`config.mk`:
```
export PLATFORM = sky130hd
export DESIGN_NAME = cifd_top
export DESIGN_NICKNAME = d
export VERILOG_FILES = /design/src/hw/cifd_pkg.sv /design/src/hw/cifd_tbl_if.sv /design/src/hw/cifd_program_table_pointer.sv /design/src/hw/cifd_top.sv
export SDC_FILE = /design/constraint.sdc
export NUM_CORES = 1
export LEC_CHECK = 0
export BUFFER_PORTS_ARGS = -buffer_cell sky130_fd_sc_hd__buf_2
export CORE_UTILIZATION = 30
export DETAILED_ROUTE_END_ITERATION = 7
export PLACE_DENSITY_LB_ADDON = 0.08
export SETUP_SLACK_MARGIN = 0.2
export SLEW_MARGIN = 10
export SYNTH_ARGS = -nofsm -noshare
export SYNTH_HDL_FRONTEND = slang
export SYNTH_HIERARCHICAL = 1
export SYNTH_SLANG_ARGS = --single-unit
```
`constraint.sdc`:
```
create_clock -name pclk -period 9.2 [get_ports pclk]
set_input_delay 0 -clock pclk [delete_from_list [all_inputs] [get_ports pclk]]
set_output_delay 0 -clock pclk [all_outputs]
set_load 0.005 [all_outputs]
```
`src/hw/cifd_pkg.sv`:
```
// Shared constants, kinds and register map of the instruction field decoder
package cifd_pkg;

    // ==========================================================
    // Widths
    localparam int WORD_W = 16;
    localparam int PC_W   = 21;
    localparam int FILE_W = 12;
    localparam int F8_W   = 8;
    localparam int TBL_W  = 21;
    localparam int LAT_W  = 8;
    localparam int IDX_W  = 7;
    localparam int BIT_W  = 3;
    localparam int BANK_W = 4;

    // ==========================================================
    // Field positions inside an instruction word
    localparam int D_POS      = 9;
    localparam int A_POS      = 8;
    localparam int F_HI       = 7;
    localparam int BIT_HI     = 11;
    localparam int BIT_LO     = 9;
    localparam int LIT_HI     = 7;
    localparam int TAG_HI     = 15;
    localparam int TAG_LO     = 12;
    localparam int FS_HI      = 11;
    localparam int CALL_S_POS = 8;
    localparam int RET_S_POS  = 0;
    localparam int MODE_HI    = 1;
    localparam int BRL_HI     = 10;
    localparam int BRS_HI     = 7;
    localparam int IDX_HI     = 6;
    localparam int ABS_LO_HI  = 7;

    localparam logic [3:0]        SECOND_TAG  = 4'hF;
    localparam logic [BANK_W-1:0] ACCESS_BANK = 4'h0;

    // ==========================================================
    // Table pointer modes
    localparam logic [1:0] TBL_KEEP     = 2'h0;
    localparam logic [1:0] TBL_POST_INC = 2'h1;
    localparam logic [1:0] TBL_POST_DEC = 2'h2;
    localparam logic [1:0] TBL_PRE_INC  = 2'h3;

    // ==========================================================
    // Instruction kinds, as classified by the core's opcode decode
    typedef enum logic [3:0] {
        KIND_BYTE, KIND_BIT, KIND_LIT, KIND_MOVE, KIND_CALL, KIND_GOTO,
        KIND_RET, KIND_BRA_LONG, KIND_BRA_SHORT, KIND_TBLRD, KIND_TBLWT,
        KIND_IDX_MOVE, KIND_OTHER
    } cifd_kind_t;

    typedef enum logic {ST_FIRST, ST_SECOND} cifd_phase_t;

    // ==========================================================
    // Register map
    localparam int              APB_AW      = 12;
    localparam logic [11:0]     REG_BANK    = 12'h000;
    localparam logic [11:0]     REG_PROGRAM_TABLE_POINTER  = 12'h004;
    localparam logic [11:0]     REG_TBLLAT  = 12'h008;
    localparam logic [11:0]     REG_STATUS  = 12'h00C;
    localparam logic [TBL_W-1:0] PROGRAM_TABLE_POINTER_RST = 21'h000000;
    localparam int              STAT_PEND   = 4;

endpackage : cifd_pkg

```
`src/hw/cifd_tbl_if.sv`:
```
// Link between the decoder and its table pointer unit
interface cifd_tbl_if;
    import cifd_pkg::*;
    logic             go;
    logic [1:0]       mode;
    logic             load;
    logic [TBL_W-1:0] load_val;
    logic [TBL_W-1:0] ptr;
    logic [TBL_W-1:0] access_addr;
    modport ctl  (output go, mode, load, load_val, input ptr, access_addr);
    modport unit (input go, mode, load, load_val, output ptr, access_addr);
endinterface : cifd_tbl_if

```
`src/hw/cifd_program_table_pointer.sv`:
```
// Program table pointer with its four access modes
module cifd_program_table_pointer
    import cifd_pkg::*;
(
    input  wire logic pclk,
    input  wire logic presetn,
    cifd_tbl_if.unit  t
);

    typedef struct packed {
        logic [TBL_W-1:0] ptr;
    } cifd_tp_state_t;

    cifd_tp_state_t r_reg;
    cifd_tp_state_t r_next;

    // ==========================================================
    // Next state
    always_comb begin
        r_next        = r_reg;
        t.ptr         = r_reg.ptr;
        t.access_addr = r_reg.ptr;
        if (t.go) begin
            case (t.mode)
                TBL_POST_INC: r_next.ptr = r_reg.ptr + TBL_W'(1); // [RQ9]
                TBL_POST_DEC: r_next.ptr = r_reg.ptr - TBL_W'(1); // [RQ9]
                TBL_PRE_INC: begin
                    r_next.ptr    = r_reg.ptr + TBL_W'(1); // [RQ9]
                    t.access_addr = r_reg.ptr + TBL_W'(1);
                end
                default: r_next.ptr = r_reg.ptr;
            endcase
        end
        // Software load wins so a reprogrammed pointer is never lost
        if (t.load) begin
            r_next.ptr = t.load_val; // [RQ8]
        end
    end

    always_ff @(posedge pclk or negedge presetn) begin
        if (!presetn) begin
            r_reg.ptr <= PROGRAM_TABLE_POINTER_RST;
        end else begin
            r_reg <= r_next;
        end
    end
endmodule : cifd_program_table_pointer

```
`src/hw/cifd_top.sv`:
```
// Operand field decoder for 16-bit instruction words, with APB register access
// What this block does
// (RQ1) Byte ops: opcode, destination, access, 8-bit file
// (RQ2) Destination 0 to accumulator, 1 to file
// (RQ3) Access 0 uses access bank, 1 selector bank
// (RQ4) Memory move: 12-bit source, then 1111 destination
// (RQ5) Bit ops: position 11..9, access bit, file
// (RQ6) Literal ops: opcode 15..8, constant 7..0
// (RQ7) Fast bit 1 saves or restores shadows
// (RQ8) 21-bit table pointer and 8-bit table latch
// (RQ9) Table modes: keep, post-inc, post-dec, pre-inc
// (RQ10) Relative branches add signed offset; others absolute
// (RQ11) Indexed moves carry 7-bit source, destination offsets
// (RQ12) Lone second word executes as no-operation
// (RQ13) Fields reach datapath from flops, the cycle after the word is taken
module cifd_top
    import cifd_pkg::*;
(
    input  wire logic              pclk,
    input  wire logic              presetn,
    input  wire logic              psel,
    input  wire logic              penable,
    input  wire logic              pwrite,
    input  wire logic [APB_AW-1:0] paddr,
    input  wire logic [31:0]       pwdata,
    output logic      [31:0]       prdata,
    output logic                   pready,
    output logic                   pslverr,
    input  wire logic              instr_valid,
    input  wire logic [WORD_W-1:0] instr_word,
    input  wire cifd_kind_t        instr_kind,
    input  wire logic [PC_W-1:0]   instr_pc,
    input  wire logic              tbl_rd_ack,
    input  wire logic [LAT_W-1:0]  tbl_rd_data,
    output logic                   dec_valid,
    output logic                   dec_nop,
    output logic                   res_to_accum,
    output logic                   res_to_file,
    output logic                   bank_from_selector,
    output logic      [FILE_W-1:0] file_addr,
    output logic      [BIT_W-1:0]  bit_pos,
    output logic      [F8_W-1:0]   literal,
    output logic                   move_valid,
    output logic      [FILE_W-1:0] move_src,
    output logic      [FILE_W-1:0] move_dst,
    output logic                   shadow_save,
    output logic                   shadow_restore,
    output logic                   branch_valid,
    output logic      [PC_W-1:0]   branch_target,
    output logic                   idx_valid,
    output logic      [IDX_W-1:0]  source_index_offset,
    output logic      [IDX_W-1:0]  destination_index_offset,
    output logic                   tbl_rd_req,
    output logic                   tbl_wr_req,
    output logic      [TBL_W-1:0]  tbl_addr,
    output logic      [LAT_W-1:0]  table_byte_latch
);

    typedef struct packed {
        cifd_phase_t       phase;
        cifd_kind_t        held_kind;
        logic [WORD_W-1:0] held_word;
        cifd_kind_t        last_kind;
        logic [BANK_W-1:0] bank;
        logic [LAT_W-1:0]  latch;
        logic [31:0]       prdata;
        logic              pready;
        logic              pslverr;
        logic              dec_valid;
        logic              dec_nop;
        logic              res_to_file;
        logic              res_to_accum;
        logic              bank_sel;
        logic [FILE_W-1:0] file_addr;
        logic [BIT_W-1:0]  bit_pos;
        logic [F8_W-1:0]   literal;
        logic              move_valid;
        logic [FILE_W-1:0] move_src;
        logic [FILE_W-1:0] move_dst;
        logic              shadow_save;
        logic              shadow_restore;
        logic              branch_valid;
        logic [PC_W-1:0]   branch_target;
        logic              idx_valid;
        logic [IDX_W-1:0]  src_idx;
        logic [IDX_W-1:0]  dst_idx;
        logic              tbl_rd_req;
        logic              tbl_wr_req;
        logic [TBL_W-1:0]  tbl_addr;
    } cifd_state_t;

    cifd_state_t r_reg;
    cifd_state_t r_next;
    cifd_tbl_if  tbl ();

    cifd_program_table_pointer u_program_table_pointer (
        .pclk    (pclk),
        .presetn (presetn),
        .t       (tbl.unit)
    );

    // ==========================================================
    // Helpers
    function automatic logic cifd_mapped(input logic [APB_AW-1:0] a);
        return a == REG_BANK || a == REG_PROGRAM_TABLE_POINTER || a == REG_TBLLAT || a == REG_STATUS;
    endfunction : cifd_mapped

    function automatic logic cifd_is_second(input logic [WORD_W-1:0] w);
        return w[TAG_HI:TAG_LO] == SECOND_TAG;
    endfunction : cifd_is_second

    function automatic logic cifd_two_word(input cifd_kind_t k);
        return k == KIND_MOVE || k == KIND_CALL || k == KIND_GOTO || k == KIND_IDX_MOVE;
    endfunction : cifd_two_word

    logic apb_setup;
    logic apb_write;
    logic first_ok;

    assign apb_setup = psel && !penable;
    assign apb_write = psel && penable && r_reg.pready && pwrite;
    assign first_ok  = instr_valid && r_reg.phase == ST_FIRST && !cifd_is_second(instr_word);

    // ==========================================================
    // Next state
    always_comb begin
        r_next                = r_reg;
        r_next.pready         = 1'b0;
        r_next.pslverr        = 1'b0;
        r_next.dec_valid      = 1'b0;
        r_next.dec_nop        = 1'b0;
        r_next.move_valid     = 1'b0;
        r_next.shadow_save    = 1'b0;
        r_next.shadow_restore = 1'b0;
        r_next.branch_valid   = 1'b0;
        r_next.idx_valid      = 1'b0;
        r_next.tbl_rd_req     = 1'b0;
        r_next.tbl_wr_req     = 1'b0;
        tbl.go                = 1'b0;
        tbl.mode              = instr_word[MODE_HI:0];
        tbl.load              = 1'b0;
        tbl.load_val          = pwdata[TBL_W-1:0];

        // Answer one cycle after setup, so pready and prdata come from flops
        if (apb_setup) begin
            r_next.pready  = 1'b1;
            r_next.pslverr = !cifd_mapped(paddr);
            r_next.prdata  = '0;
            if (paddr == REG_BANK) begin
                r_next.prdata[BANK_W-1:0] = r_reg.bank;
            end else if (paddr == REG_PROGRAM_TABLE_POINTER) begin
                r_next.prdata[TBL_W-1:0] = tbl.ptr; // [RQ8]
            end else if (paddr == REG_TBLLAT) begin
                r_next.prdata[LAT_W-1:0] = r_reg.latch; // [RQ8]
            end else if (paddr == REG_STATUS) begin
                r_next.prdata[3:0]       = r_reg.last_kind;
                r_next.prdata[STAT_PEND] = r_reg.phase == ST_SECOND;
            end
        end
        if (apb_write) begin
            if (paddr == REG_BANK) begin
                r_next.bank = pwdata[BANK_W-1:0]; // [RQ3]
            end else if (paddr == REG_PROGRAM_TABLE_POINTER) begin
                tbl.load = 1'b1; // [RQ8]
            end else if (paddr == REG_TBLLAT) begin
                r_next.latch = pwdata[LAT_W-1:0];
            end
        end
        // Fetched byte overrides a software write in the same cycle
        if (tbl_rd_ack) begin
            r_next.latch = tbl_rd_data; // [RQ8]
        end

        if (instr_valid) begin
            r_next.last_kind = instr_kind;
            case (r_reg.phase)
                ST_FIRST: begin
                    // Plain views of the word, taken for every first word; KIND_BIT then forces res_to_file
                    r_next.res_to_file = instr_word[D_POS]; // [RQ1] [RQ2] [RQ13]
                    r_next.bank_sel    = instr_word[A_POS]; // [RQ3]
                    r_next.file_addr   = {instr_word[A_POS] ? r_reg.bank : ACCESS_BANK,
                                          instr_word[F_HI:0]}; // [RQ1] [RQ3]
                    r_next.bit_pos     = instr_word[BIT_HI:BIT_LO]; // [RQ5]
                    r_next.literal     = instr_word[LIT_HI:0]; // [RQ6]
                    if (cifd_is_second(instr_word)) begin
                        r_next.dec_valid = 1'b1;
                        r_next.dec_nop   = 1'b1; // [RQ12]
                    end else if (cifd_two_word(instr_kind)) begin
                        r_next.held_word = instr_word;
                        r_next.held_kind = instr_kind;
                        r_next.phase     = ST_SECOND;
                    end else begin
                        r_next.dec_valid = 1'b1;
                        case (instr_kind)
                            KIND_BIT: r_next.res_to_file = 1'b1; // [RQ5]
                            KIND_RET: r_next.shadow_restore = instr_word[RET_S_POS]; // [RQ7]
                            KIND_BRA_LONG: begin
                                r_next.branch_valid  = 1'b1;
                                r_next.branch_target = instr_pc +
                                    {{(PC_W-BRL_HI-1){instr_word[BRL_HI]}},
                                     instr_word[BRL_HI:0]}; // [RQ10]
                            end
                            KIND_BRA_SHORT: begin
                                r_next.branch_valid  = 1'b1;
                                r_next.branch_target = instr_pc +
                                    {{(PC_W-BRS_HI-1){instr_word[BRS_HI]}},
                                     instr_word[BRS_HI:0]}; // [RQ10]
                            end
                            KIND_TBLRD, KIND_TBLWT: begin
                                tbl.go                = 1'b1; // [RQ9]
                                r_next.tbl_addr       = tbl.access_addr;
                                r_next.tbl_rd_req     = instr_kind == KIND_TBLRD;
                                r_next.tbl_wr_req     = instr_kind == KIND_TBLWT;
                            end
                            default: r_next.dec_nop = 1'b0;
                        endcase
                    end
                end
                ST_SECOND: begin
                    r_next.phase     = ST_FIRST;
                    r_next.dec_valid = 1'b1;
                    // A broken pair is dropped rather than guessed at
                    if (!cifd_is_second(instr_word)) begin
                        r_next.dec_nop = 1'b1;
                    end else begin
                        case (r_reg.held_kind)
                            KIND_MOVE: begin
                                r_next.move_valid = 1'b1;
                                r_next.move_src   = r_reg.held_word[FS_HI:0]; // [RQ4]
                                r_next.move_dst   = instr_word[FS_HI:0]; // [RQ4]
                            end
                            KIND_IDX_MOVE: begin
                                r_next.idx_valid = 1'b1;
                                r_next.src_idx   = r_reg.held_word[IDX_HI:0]; // [RQ11]
                                r_next.dst_idx   = instr_word[IDX_HI:0]; // [RQ11]
                            end
                            default: begin
                                r_next.branch_valid  = 1'b1;
                                r_next.branch_target = {{(PC_W-FS_HI-ABS_LO_HI-2){1'b0}},
                                    instr_word[FS_HI:0],
                                    r_reg.held_word[ABS_LO_HI:0]}; // [RQ10]
                                r_next.shadow_save = r_reg.held_kind == KIND_CALL &&
                                    r_reg.held_word[CALL_S_POS]; // [RQ7]
                            end
                        endcase
                    end
                end
                default: r_next.phase = ST_FIRST;
            endcase
        end
        // Own flop: the pin never sees an inverter
        r_next.res_to_accum = !r_next.res_to_file; // [RQ2]
    end

    always_ff @(posedge pclk or negedge presetn) begin
        if (!presetn) begin
            r_reg              <= '0;
            r_reg.phase        <= ST_FIRST;
            r_reg.res_to_accum <= 1'b1;
        end else begin
            r_reg <= r_next;
        end
    end

    // ==========================================================
    // Outputs
    assign prdata                   = r_reg.prdata;
    assign pready                   = r_reg.pready;
    assign pslverr                  = r_reg.pslverr;
    assign dec_valid                = r_reg.dec_valid;
    assign dec_nop                  = r_reg.dec_nop;
    assign res_to_file              = r_reg.res_to_file;
    assign res_to_accum             = r_reg.res_to_accum;
    assign bank_from_selector       = r_reg.bank_sel;
    assign file_addr                = r_reg.file_addr;
    assign bit_pos                  = r_reg.bit_pos;
    assign literal                  = r_reg.literal;
    assign move_valid               = r_reg.move_valid;
    assign move_src                 = r_reg.move_src;
    assign move_dst                 = r_reg.move_dst;
    assign shadow_save              = r_reg.shadow_save;
    assign shadow_restore           = r_reg.shadow_restore;
    assign branch_valid             = r_reg.branch_valid;
    assign branch_target            = r_reg.branch_target;
    assign idx_valid                = r_reg.idx_valid;
    assign source_index_offset      = r_reg.src_idx;
    assign destination_index_offset = r_reg.dst_idx;
    assign tbl_rd_req               = r_reg.tbl_rd_req;
    assign tbl_wr_req               = r_reg.tbl_wr_req;
    assign tbl_addr                 = r_reg.tbl_addr;
    assign table_byte_latch         = r_reg.latch;
endmodule : cifd_top

```
==> out/summary.txt <==
status: complete, but fails checks
failing checks: design-rule violations
GRT Residual Overflow: 0
total power: 2420 uW
unrepaired setup endpoints after global routing: no
worst hold path depth: 4
top-count cell post-synth: dfrtp_1
final hold violations: 0
Post-synth EDFFs: 0
Setup Skew: 13.2 ps
Max Slew Vio Count: 0
average size of a mapped cell: 10.2 um^2
pin count of the biggest net entering global routing: 68
Largest delay share family, worst path: buffers and inverters
Crit. End Element: flip-flop
crit path DAT: 4640 ps
#FFs+latches synth: 184
max_cap viols: 0
post-synthesis compound-gate area fraction: 0.112
Final Non-Filler Cells: 1,702
Post-synth top cells: dfrtp_1 (183), buf_4 (144), mux2_2 (99), nand2_1 (97), o21ai_0 (55)
Reg2Reg Depth: 10
routed len/inst: 19.1 um
Crit path largest cell delay: 770 ps
Area Growth Syn to Fin: 16.7%
Final nets: 1,355
simple-gate share of the synthesized area: 0.143
Metal-1 WL: 16.2 mm
DR iter-0 viols: 457
Yosys top cell by area: dfrtp_1
share of layout cells above drive strength 1: 0.327
Post-Route WL: 32.6 mm
Final HPWL DP: 24.0 mm
flip-flop and latch area: 4610 um^2
clk sinks: 184
drt drc: 20
most used cell, CP: dlygate4sd3_1
Top Ports: 257
largest family of logic cells by synthesized area: simple AND/OR/NAND/NOR gates
final setup TNS: 0 ps
Fill cells: 3,747
Worst-Margin Slew: 945 ps
CTS Root Cell: clkbuf_16
clock-pin transition on the worst setup and hold timing paths: 70 ps
WP buf/inv: 4
r2r endpoint: tbl_addr[20]$_DFFE_PN0P_
# resized after CTS: 0
# diodes: 0
final setup vio count: 0
worst setup margin: 4890 ps
area of the multi-input gates: 4960 um^2
crit-path cells: dlygate4sd3_1 -> buf_2 -> or4b_1 -> mux2i_1 -> inv_1 -> ha_1 -> and3_1 -> o2111a_1 -> o21ai_0 -> a2111oi_0 -> nand4b_1 -> dlygate4sd3_1 -> nand2_1
highest metal used: met5
initial antenna violation count: 1
die outline area: 37,300 um^2
CP Launch Type: input pin
worst hold margin: 36.4 ps
routability cong.: 0.807
slowest CP cell: a2111oi_0
Core ar.: 35,700 um^2
Seq/Total Area, Yosys: 0.420
worst min-delay path endpoint: branch_target[0]$_DFFE_PN0P_
first drt pass iteration count: 8
mux contribution to synthesized area: 0.123
Starting Density: 0.307
Main synth FF type: dfrtp_1
post-synthesis instance total: 1,079
top-area cell type share of the netlist area: 0.418
Port Buffers: 234
synth warn: 6
minimum clock period: 4310 ps
dpl ws: 5220 ps
Synth Area in Adders: 0.0315
Yosys cell types: 86
routed wl met3: 1.45 mm
Die Wd: 193 um
pwr/cell area: 189 nW/um^2
hold_sp: instr_pc[0]
flip-flop count of the largest register after layout: 25
CP Max Fanout: 12
global-route wire length before repair: 49.3 mm
Peak VDD IR: 0.000130 V
TritonCTS clock tree: built
leakage power: 0.00612 uW
R2R setup slack: 5260 ps
CTS max path bufs: 2
vias per inst: 4.87
worst r2r src: r_reg[185]$_DFFE_PN0P_
worst skew pair latency: 440 ps
met2 WL: 14.7 mm
Worst Path Required: 9530 ps
largest cells by area after synthesis: dfrtp_1 (42%), mux2_2 (10%), buf_4 (9.9%), nand2_1 (3.3%), ha_1 (3.0%)
final worst path period share: 0.468
post-route ant nets: 0
vias in the first global route: 8,149
die height: 193 um
num rows: 69
Mapped Area: 11,000 um^2
placed cell count: 1,596
f_max: 232 MHz
WS Path Type: in2reg
Overall Global Routing Usage: 0.177
Hold WC Path Type: in2reg
Synth async-reset ratio: 1.00
DR vias: 8,283
Slew headroom: 0.370
number of buffers created by CTS: 17
H-tree levels: 4
XOR/XNOR Fraction of Synth Area: 0.0384
[cells in the final DEF (no fill, tap or decap), types with 8 or more instances in the layout]
| master | count |
|---|---|
| nor3_1 | 18 |
| a22oi_1 | 8 |
| nand4_1 | 16 |
| dlygate4sd3_1 | 74 |
| o21a_1 | 9 |
| o21ai_0 | 55 |
| buf_4 | 9 |
| buf_2 | 233 |
| and3_1 | 17 |
| dfrtp_1 | 183 |
| xor2_1 | 22 |
| clkbuf_16 | 17 |
| conb_1 | 11 |
| a22o_1 | 13 |
| or4_1 | 9 |
| nand3_1 | 31 |
| xnor2_1 | 26 |
| nor4_1 | 10 |
| nand2b_1 | 9 |
| inv_1 | 23 |
| mux2i_1 | 13 |
| mux2_2 | 99 |
| a21oi_1 | 34 |
| nor2_1 | 44 |
| nand2_1 | 97 |
| ha_1 | 26 |
[worst max-delay path by stage]
stage	from	endpoint	cells past startpoint
floorplan	r_reg[185]$_DFFE_PN0P_	tbl_addr[20]$_DFFE_PN0P_	12
global placement	r_reg[185]$_DFFE_PN0P_	tbl_addr[20]$_DFFE_PN0P_	10
detailed placement	r_reg[185]$_DFFE_PN0P_	tbl_addr[20]$_DFFE_PN0P_	10
CTS	instr_kind[0]	branch_target[20]$_DFFE_PN0P_	13
global route	instr_kind[0]	branch_target[20]$_DFFE_PN0P_	13
finish	instr_kind[0]	branch_target[20]$_DFFE_PN0P_	13
[what timing repair did]
item / CTS / global route
buffers inserted: 0 / 0
hold endpoints to repair: 163 / 0
hold buffers: 74 / 0
endpoints found under the setup margin: 0 / 0
[worst register-to-register path: cells and delay by family (launching register included)]
kind,cells,cell delay (ps)
DFF,1,500
xor gates and xnor gates,1,160
buffers and inverters,2,630
muxes,1,260
and+or+nand+nor,5,1800
AOI/OAI and AO/OA,1,500
[metal layers]
layer | vias up | track usage
met2 | 183 | 0.273
met1 | 4104 | 0.256
met4 | 2 | 0.0412
met5 | - | 0
li1 | 3976 | -
met3 | 18 | 0.0288
[kinds of logic after synthesis]
| logic type | Yosys count |
|---|---|
| simple gates | 298 |
| compound gates | 183 |
| other cells | 1 |
| xor+xnor | 48 |
| mux | 117 |
| fa+ha+maj | 27 |
| buf+inv | 221 |
| flops | 184 |
[power by group]
group / switching [uW] / internal, uW / leakage, uW
sequential: 171 / 935 / 0.00241
combinational: 298 / 293 / 0.00343
clock: 330 / 396 / 0.000276
[per-stage QoR]
stage	util	area, um^2
2_1_floorplan	-	11000
3_3_place_gp	0.321	11500
3_5_place_dp	0.321	11500
4_1_cts	0.358	12800
5_1_grt	0.358	12800
6_report	0.358	12800
[final cells by class]
type,instances,area share
Clock buffer,22,0.0371
Clock inverter,10,0.00744
Inverter,24,0.00704
Multi-Input combinational cell,684,0.388
Sequential cell,184,0.360
Tap cell,461,0.0451
Timing Repair Buffer,317,0.155
Note: power is estimated with default switching activity, not from simulation.
